$ cat src/hdl/xpoint_consts.vh
`ifndef XPOINT_CONSTS_VH
`define XPOINT_CONSTS_VH
`define WORD_BITS     80
`define GROUP_BITS    5
`define NUM_CH        16
`define SEL_BITS      4
`define EN_POS        4
`define SYNC_STAGES   2
`define PIN_SCLK      0
`define PIN_DIN       1
`define PIN_STB       2
`define PIN_CS        3
`define PIN_RST       4
`define NUM_PINS      5
`define PIN_IDLE      5'h1C
`endif

$ cat src/hdl/latch_bank.v
`timescale 1ns/10ps
`include "xpoint_consts.vh"
// =====================================
// parallel configuration store, one entry per output channel
module latch_bank (
	input  wire                        core_clk,
	input  wire                        ce,
	input  wire                        load,
	input  wire [`WORD_BITS-1:0]       load_word,
	input  wire                        dis_all,
	output reg  [`NUM_CH-1:0]          en_q,
	output reg  [`NUM_CH*`SEL_BITS-1:0] sel_q
);
	genvar g;
	generate
		for (g = 0; g < `NUM_CH; g = g + 1) begin : ch
			// channel g sits at group g; channel 15 is the first group shifted in, so it sits deepest
			always @(posedge core_clk) begin
				if (ce) begin
					if (dis_all)
						en_q[g] <= 1'b0;
					else if (load)
						en_q[g] <= load_word[g*`GROUP_BITS+`EN_POS];
					if (load)
						sel_q[g*`SEL_BITS +: `SEL_BITS] <=
							load_word[g*`GROUP_BITS +: `SEL_BITS];
				end
			end
		end
	endgenerate
endmodule // latch_bank

$ cat src/hdl/xpoint_ctrl.v
`timescale 1ns/10ps
`include "xpoint_consts.vh"
module xpoint_ctrl (
	input  wire                         core_clk,
	input  wire                         srst,
	input  wire                         clk_en,
	input  wire                         ser_clk,
	input  wire                         ser_in,
	input  wire                         strobe_n,
	input  wire                         chip_sel_n,
	input  wire                         reset_n,
	output reg                          ser_out,
	output wire [`NUM_CH-1:0]           out_enable_bit,
	output wire [`NUM_CH*`SEL_BITS-1:0] input_select_field,
	output reg  [`NUM_CH*`NUM_CH-1:0]   route_onehot
);
	// =====================================
	// freeze
	// clk_en low holds every register in the latch bank, and every one here unless srst is high;
	// the synchronisers stop too, so a pin pulse that comes and goes during a freeze is lost

	// =====================================
	// pin synchronisers
	// every pin is asynchronous to core_clk; the first stage is read only by the second
	localparam [`NUM_PINS-1:0] PIN_IDLE_V = `PIN_IDLE;

	wire [`NUM_PINS-1:0] pin_raw;
	reg  [`NUM_PINS-1:0] meta_q;
	reg  [`NUM_PINS-1:0] sync_q;

	assign pin_raw[`PIN_SCLK] = ser_clk;
	assign pin_raw[`PIN_DIN]  = ser_in;
	assign pin_raw[`PIN_STB]  = strobe_n;
	assign pin_raw[`PIN_CS]   = chip_sel_n;
	assign pin_raw[`PIN_RST]  = reset_n;

	genvar p;
	generate
		for (p = 0; p < `NUM_PINS; p = p + 1) begin : pin
			// reset to the idle level so release cannot look like a strobe or a select
			always @(posedge core_clk) begin
				if (srst) begin
					meta_q[p] <= PIN_IDLE_V[p];
					sync_q[p] <= PIN_IDLE_V[p];
				end else if (clk_en) begin
					meta_q[p] <= pin_raw[p];
					sync_q[p] <= meta_q[p];
				end
			end
		end
	endgenerate

	wire sclk_sync;
	wire din_sync;
	wire stb_n_sync;
	wire cs_n_sync;
	wire rst_n_sync;

	assign sclk_sync  = sync_q[`PIN_SCLK];
	assign din_sync   = sync_q[`PIN_DIN];
	assign stb_n_sync = sync_q[`PIN_STB];
	assign cs_n_sync  = sync_q[`PIN_CS];
	assign rst_n_sync = sync_q[`PIN_RST];

	// =====================================
	// serial clock edge finder
	// held low in reset: an idle-high clock then shows a rise, never a false fall
	// a clock phase shorter than about one core_clk cycle can slip past unseen
	reg sclk_prev_q;

	always @(posedge core_clk) begin
		if (srst) begin
			sclk_prev_q <= 1'b0;
		end else if (clk_en) begin
			sclk_prev_q <= sclk_sync;
		end
	end

	// strobe and shift both wait for the select, the reset pin does not
	wire selected;
	wire sclk_fall;
	wire shift_en;
	wire xfer;
	wire dis_all;

	assign selected  = ~cs_n_sync;
	assign sclk_fall = sclk_prev_q & ~sclk_sync;
	assign shift_en  = clk_en & sclk_fall & selected;
	assign xfer      = ~stb_n_sync & selected;
	assign dis_all   = ~rst_n_sync;                   // select does not matter

	// =====================================
	// shift register, one stage per bit
	// srst gives a known start for the chain; the reset pin never reaches it
	reg [`WORD_BITS-1:0] shift_q;

	genvar b;
	generate
		for (b = 0; b < `WORD_BITS; b = b + 1) begin : stage
			wire stage_in;
			if (b == 0) begin : head
				assign stage_in = din_sync;
			end else begin : link
				assign stage_in = shift_q[b-1];
			end
			// every detected fall while selected shifts; back-to-back bits need no idle cycles
			always @(posedge core_clk) begin
				if (srst) begin
					shift_q[b] <= 1'b0;
				end else if (shift_en) begin
					shift_q[b] <= stage_in;
				end
			end
		end
	endgenerate

	// =====================================
	// serial out
	// one cycle behind the last stage, so a chained part sees settled data
	always @(posedge core_clk) begin
		if (srst) begin
			ser_out <= 1'b0;
		end else if (clk_en) begin
			ser_out <= shift_q[`WORD_BITS-1];
		end
	end

	// =====================================
	// parallel latches
	// transparency is modelled as a copy every cycle while open; reset wins over a copy of the enables, select fields still copy
	wire latch_clear;

	assign latch_clear = dis_all | srst;

	latch_bank u_bank (
		.core_clk  (core_clk),
		.ce        (clk_en),
		.load      (xfer),
		.load_word (shift_q),
		.dis_all   (latch_clear),
		.en_q      (out_enable_bit),
		.sel_q     (input_select_field)
	);

	// =====================================
	// input decoder: exactly one point per code
	// every code is listed; the default only keeps the decode total
	function [`NUM_CH-1:0] decode_sel;
		input [`SEL_BITS-1:0] code;
		begin
			case (code)
				4'h0: decode_sel = 16'h0001;
				4'h1: decode_sel = 16'h0002;
				4'h2: decode_sel = 16'h0004;
				4'h3: decode_sel = 16'h0008;
				4'h4: decode_sel = 16'h0010;
				4'h5: decode_sel = 16'h0020;
				4'h6: decode_sel = 16'h0040;
				4'h7: decode_sel = 16'h0080;
				4'h8: decode_sel = 16'h0100;
				4'h9: decode_sel = 16'h0200;
				4'hA: decode_sel = 16'h0400;
				4'hB: decode_sel = 16'h0800;
				4'hC: decode_sel = 16'h1000;
				4'hD: decode_sel = 16'h2000;
				4'hE: decode_sel = 16'h4000;
				4'hF: decode_sel = 16'h8000;
				default: decode_sel = 16'h0000;
			endcase
		end
	endfunction

	// =====================================
	// one-hot crosspoint drive
	// a disabled output selects nothing, so its row stays all zero;
	// registered so the matrix never sees a half-updated decode
	genvar c;
	generate
		for (c = 0; c < `NUM_CH; c = c + 1) begin : route
			wire [`SEL_BITS-1:0] pick;
			wire                 live;
			wire [`NUM_CH-1:0]   row_d;

			assign pick  = input_select_field[c*`SEL_BITS +: `SEL_BITS];
			assign live  = out_enable_bit[c];
			assign row_d = live ? decode_sel(pick) : {`NUM_CH{1'b0}};

			always @(posedge core_clk) begin
				if (srst) begin
					route_onehot[c*`NUM_CH +: `NUM_CH] <= {`NUM_CH{1'b0}};
				end else if (clk_en) begin
					route_onehot[c*`NUM_CH +: `NUM_CH] <= row_d;
				end
			end
		end
	endgenerate
endmodule // xpoint_ctrl

$ cat config.mk
export PLATFORM = sky130hd
export DESIGN_NAME = xpoint_ctrl
export DESIGN_NICKNAME = d
export VERILOG_FILES = /design/src/hdl/latch_bank.v /design/src/hdl/xpoint_ctrl.v
export VERILOG_INCLUDE_DIRS = /design/src /design/src/hdl
export SDC_FILE = /design/constraint.sdc
export NUM_CORES = 1
export LEC_CHECK = 0
export ABC_AREA = 1
export BUFFER_PORTS_ARGS = -buffer_cell sky130_fd_sc_hd__buf_2
export CAP_MARGIN = 40
export CORE_ASPECT_RATIO = 0.5
export CORE_MARGIN = 2
export CORE_UTILIZATION = 55
export CTS_CLUSTER_SIZE = 30
export DETAILED_ROUTE_END_ITERATION = 16
export GPL_TIMING_DRIVEN = 0
export PLACE_DENSITY = 0.74
export SYNTH_ARGS = -nofsm -noshare
export SYNTH_HDL_FRONTEND = slang
export SYNTH_SLANG_ARGS = --single-unit
$ cat constraint.sdc
create_clock -name core_clk -period 6.28 [get_ports core_clk]
set_input_delay 0.314 -clock core_clk [delete_from_list [all_inputs] [get_ports core_clk]]
set_output_delay 0.314 -clock core_clk [all_outputs]
set_load 0.02 [all_outputs]
## After elaboration in Yosys (flattened, before gate mapping)

Memory sizes are Yosys's and may differ from the RTL's. A register that Yosys moved wholly into a read port is not among the register bits.
Index checks and enable logic that the tools add are counted.

| word-level totals | value |
|---|---|
| bits of input ports | 8 |
| memories | 16 |
| output and inout port bits | 337 |
| word-level logic and storage cells | 216 |
| flip-flop bits (word level) | 428 |
| ROM bits | 4096 |

| operators by class | value |
|---|---|
| reduce and logical (&&, ||, !) cells | 3 |
| bitwise logic cells | 9 |
| muxes and demuxes | 48 |

Memory list:

| memory | words | width | rd ports | clocked after memory_dff | write ports | RTL line | RTL |
|---|---|---|---|---|---|---|---|
| (name not given) | 16 | 16 | 1 | 1 | 0 | xpoint_ctrl.v:151 | `case (code)` |
| (name not given) | 16 | 16 | 1 | 1 | 0 | xpoint_ctrl.v:151 |  |
| (name not given) | 16 | 16 | 1 | 1 | 0 | xpoint_ctrl.v:151 |  |
| (name not given) | 16 | 16 | 1 | 1 | 0 | xpoint_ctrl.v:151 |  |
| (name not given) | 16 | 16 | 1 | 1 | 0 | xpoint_ctrl.v:151 |  |
| (name not given) | 16 | 16 | 1 | 1 | 0 | xpoint_ctrl.v:151 |  |
| 10 more memories | n/a | n/a | n/a | n/a | n/a | n/a |  |

Operator list:

| kind | count |
|---|---|
| 16-bit 2-to-1 mux | 16 |
| 4-bit 2-to-1 mux | 16 |
| 1-bit 2-to-1 mux | 16 |
| 1-bit bitwise AND | 4 |
| 1-bit NOT | 4 |
| 2-bit AND reduction | 2 |
| 2-bit nonzero test | 1 |
| 1-bit bitwise OR | 1 |

## Logic depth before layout (Yosys ltp)

| depth | value |
|---|---|
| depth after elaboration | 4 |
| gate-level depth with buffers | 8 |
| depth with buffers taken out | 6 |

## Cells and area by module

A second synthesis with hierarchy kept.

| second synthesis, totals | value |
|---|---|
| cells, all modules | 2288 |
| area, all modules | 17199.0 um^2 |

By module, submodules not included:

| module | cells each | area an instance (um^2) | seq. area each (um^2) | times used |
|---|---|---|---|---|
| xpoint_ctrl | 2170 | 14635.3 | 6966.7 | 1 |
| latch_bank | 118 | 2563.7 | 2402.3 | 1 |

## Worst setup path after synthesis

Ideal clock, no wire load.

| timing | value |
|---|---|
| path type | register to register |
| start point | reg sync_q[3] (netlist: cs_n_sync) |
| end point | reg u_bank.sel_q[0], enable pin |
| path buffers | 2 |
| data arrival time | 2.149 ns |
| stages on the path, launching flop included | 6 |
| setup time | 0.418 ns |
| data required time | 5.862 ns |
| period minus slack after synthesis | 2.567 ns |
| setup slack | 3.713 ns |
| cells stage by stage | dfxtp_1 nor2_4 nand2_2 buf_4 buf_2 inv_1 |

| between the ends | value |
|---|---|
| longest elaborated chain between the ends | 3 |

Ends and longest elaborated chain:

| what | RTL line | RTL |
|---|---|---|
| from (decl) | xpoint_ctrl.v:29 | `` reg [`NUM_PINS-1:0] sync_q; `` |
| from (signal, indexed assignment) | xpoint_ctrl.v:44 | `sync_q[p] <= PIN_IDLE_V[p];` |
| from (signal, indexed assignment) | xpoint_ctrl.v:47 | `sync_q[p] <= meta_q[p];` |
| 1-bit NOT | xpoint_ctrl.v:86 | `assign selected = ~cs_n_sync;` |
| 1-bit bitwise AND | xpoint_ctrl.v:89 | `assign xfer = ~stb_n_sync & selected;` |
| 2-bit AND reduction (no line) | n/a |  |
| to (signal, indexed assignment) | latch_bank.v:25 | `` sel_q[g*`SEL_BITS +: `SEL_BITS] <= `` |
| to (decl) | latch_bank.v:12 | `` output reg [`NUM_CH*`SEL_BITS-1:0] sel_q `` |

No other way between the ends.
A chain may end at the register's enable or synchronous reset.

## Final worst setup path

| timing | value |
|---|---|
| start point | reg sync_q[3] (netlist: cs_n_sync) |
| end point | reg u_bank.en_q[11], enable pin |

| between the ends | value |
|---|---|
| longest elaborated chain between the ends | 4 |

Ends and longest elaborated chain:

| what | RTL line | RTL |
|---|---|---|
| 1-bit NOT | xpoint_ctrl.v:86 |  |
| 1-bit bitwise AND | xpoint_ctrl.v:89 |  |
| 2-bit nonzero test (no line) | n/a |  |
| 2-bit AND reduction (no line) | n/a |  |
| to (signal, indexed assignment) | latch_bank.v:23 | `` en_q[g] <= load_word[g*`GROUP_BITS+`EN_POS]; `` |
| to (decl) | latch_bank.v:11 | `` output reg [`NUM_CH-1:0] en_q, `` |

No other way between the ends.

==> results.py <==
metrics = {
    "run_status": {
        "status": "finished, final reports clean",
    },
    "logic_synthesis": {
        "ys_seq_area_frac": 0.617,
        "synth_area_mm2": 0.0235,
        "syn-num-nets": 2727,
        "synth-main-ff-cell": "dfxtp_1",
        "ys_ff_latch": 684,
        "avgSynthCellArea_um2": 8.64,
        "async_flop_share": 0,
        "synthSimpleGateAreaFrac": 0.232,
        "synth_edf_count": 80,
        "ys_types": 20,
        "syn_inst": 2719,
        "synth_mux_area_frac": 0,
        "synth_top_family_by_area": "simple AND/OR/NAND/NOR gates",
        "ys_warn_count": 0,
        "synthAdderAreaFrac": 0,
        "synth_compound_area_frac": 0.0947,
        "synth-xor-area-share": 0,
    },
    "sta": {
        "worst_pin_slew_ns": 0.929,
        "maxSlewViolCount": 0,
        "finalSetupViolCount": 0,
        "hold_viol": 0,
        "rsz0062_at_grt": "no",
        "fin_ws_ns": 4.14,
        "fmaxAchievable_ghz": 0.467,
        "fin_hold_ws_ns": 0.379,
        "timing.final.crit_share": 0.341,
        "relSlewSlack": 0.381,
        "setup_tns_ns": 0,
        "finalCriticalPeriod_ns": 2.14,
        "finalClockSkew_ns": 0.0134,
    },
    "place": {
        "dpl.hpwl_mm": 48.8,
        "place.gp.congestion": 0.953,
        "io_buffers": 343,
        "pre_cts_ws_ns": 3.64,
    },
    "global_route": {
        "grt_max_degree": 61,
        "grt_pass1_wl_mm": 101,
        "antenna_found_initial": 1,
        "grt-ovfl-total": 0,
        "first_global_vias": 18400,
        "grt_usage": 0.296,
    },
    "layout": {
        "fin_nets": 3142,
        "nFillCells": 3505,
        "areaGrowthSynthToFinish_pct": 18.9,
        "layout-drive-gt1-share": 0.162,
    },
    "clocking": {
        "path_clk_slew_ns": 0.07,
        "post-cts-setup-buffer-count": 0,
        "htreeDepth": 2,
        "clockRootBuffer": "clkbuf_16",
        "clock_latency_ns": 0.59,
        "cts.sinks": 684,
        "cts_buffers": 56,
        "cts_tree": "built",
        "clk_path_buf_depth": 3,
    },
    "setup_path": {
        "reg2reg_depth": 6,
        "startpoint_type": "flip-flop",
        "endpoint": "u_bank.en_q[11]",
        "crit_type": "flip-flop to flip-flop",
        "critPathMaxFanout": 10,
        "reg2reg_from": "cs_n_sync",
        "critPathCaptureType": "flip-flop",
        "crit_family": "simple AND/OR/NAND/NOR gates",
        "worst_ep_arrival_time_ns": 2.44,
        "critPathBufInv": 3,
        "slowest_delay_ns": 0.51,
        "reg2reg_slack_ns": 4.14,
        "critical_path_required_ns": 6.58,
        "worstSetupStartpoint": "cs_n_sync",
        "crit_path_cell_trace": "nor2_4 > nand2_2 > buf_4 > buf_2 > nand2_1 > buf_8",
        "cpMaxStageDelayCell": "nand2_1",
        "crit_cells": 6,
        "rr_endpoint": "u_bank.en_q[11]",
    },
    "die": {
        "core-area_mm2": 0.0420,
        "num_rows": 53,
        "start_util": 0.559,
        "die_h_um": 150,
        "die-area_mm2": 0.0445,
        "ios": 345,
        "die_w_um": 296,
    },
    "detailed_routing": {
        "drc": 0,
        "detail_route.vias_per_cell": 5.40,
        "wl_per_cell_um": 18.1,
        "routed.top_layer": "met4",
        "dr.pass1.iters": 6,
        "wl_met3_mm": 6.15,
        "ant_nets": 0,
        "drt-total-wl_mm": 67.9,
        "wl_met2_mm": 30.5,
        "wl_met1_mm": 28.5,
        "drt_iter0_markers": 2172,
        "vias": 20300,
    },
    "flow_run": {
        "cap_violations": 0,
    },
    "worst_hold_path": {
        "holdCritPathClass": "input pin to flip-flop",
    },
    "power_and_ir_drop": {
        "peakVddDrop_mv": 0.204,
        "leakagePower_nw": 11.5,
        "powerDensity_mw_per_mm2": 299,
    },
}
==> worst min-delay path, stage by stage <==
cell and delay [ns]:
buf_2 0.14, inv_2 0.21, nor2_4 0.13, nand3_1 0.08
a21oi_1 0.06
==> metrics by stage <==
stage | instance area [µm²] | utilization | power (mW) | instances
3_3_place_gp | 25900 | 0.617 | 4.91 | 3639
4_1_cts | 27900 | 0.664 | 8.34 | 3757
2_1_floorplan | 23500 | - | 4.79 | 2719
3_5_place_dp | 26100 | 0.620 | 4.93 | 3648
6_report | 27900 | 0.664 | 8.34 | 3758
5_1_grt | 27900 | 0.664 | 8.57 | 3758
==> cell families after synthesis <==
logic type | after synthesis
AOI/OAI and AO/OA | 423
buffers and inverters | 330
DFF | 684
and+or+nand+nor | 1282
==> how the worst min path moves through the flow <==
stage / cells past startpoint / endpoint / from
after floorplan: 2 / meta_q[2] / meta_q[2]
after global placement: 2 / meta_q[3] / meta_q[3]
after detailed placement: 2 / meta_q[4] / meta_q[4]
after CTS: 5 / stage[74].stage_in / clk_en
after global routing: 5 / stage[59].stage_in / clk_en
final: 5 / stage[59].stage_in / clk_en
==> layout make-up <==
type / instances / area [µm²] / share of cell area
clock inverter: 15 / 113 / 0.00403
antenna: 1 / 2.50 / 0.0000896
inverter: 148 / 558 / 0.0200
sequential: 684 / 14500 / 0.519
multi-input combinational: 1705 / 7680 / 0.275
tap: 577 / 722 / 0.0259
buffer: 182 / 759 / 0.0272
timing repair buffer: 357 / 1890 / 0.0677
clock buffer: 89 / 1700 / 0.0608
==> cell usage in the layout, fill, tap and decap left out, drive strengths merged <==
| cell type | n |
|---|---|
| clkinv | 10 |
| a211oi | 1 |
| edfxtp | 80 |
| nand2 | 497 |
| dfxtp | 604 |
| diode | 1 |
| buf | 414 |
| bufinv | 1 |
| clkinvlp | 2 |
| inv | 150 |
| a21oi | 337 |
| clkbuf | 209 |
| dlygate4sd3 | 5 |
| nor2 | 283 |
| o21ai | 85 |
| nand3 | 502 |
==> layer usage <==
metal  vias up  GRT usage
met5         -          0
met4         0      0.120
met3       162     0.0611
met2       889      0.467
met1      9446      0.401
li1       9804          -
==> timing repair <==
item / CTS / global route
endpoints found under the hold margin: 5 / 0
hold buffers: 5 / 0
resized for setup: 0 / 0
==> synth_stat cells (2+ instances only) <==
cell type,n,area [µm²]
inv_2,7,26.3
nor2_1,280,1050
nor2_4,2,22.5
buf_1,8,30.0
nand2_1,496,1860
dfxtp_1,604,12100
o21ai_4,6,97.6
buf_2,52,260
o21ai_0,69,345
edfxtp_1,80,2400
o21ai_2,10,87.6
nand3_1,502,2510
clkbuf_1,120,450
a21oi_1,337,1690
inv_1,141,529
==> power breakdown <==
part | switching [mW] | internal [mW] | leakage [nW]
logic | 0.280 | 0.0799 | 5.03
clock network | 1.60 | 1.90 | 0.886
registers | 0.0247 | 4.45 | 5.62
total | 1.90 | 6.44 | 11.5
No activity file was read; power rests on OpenSTA's default activity.
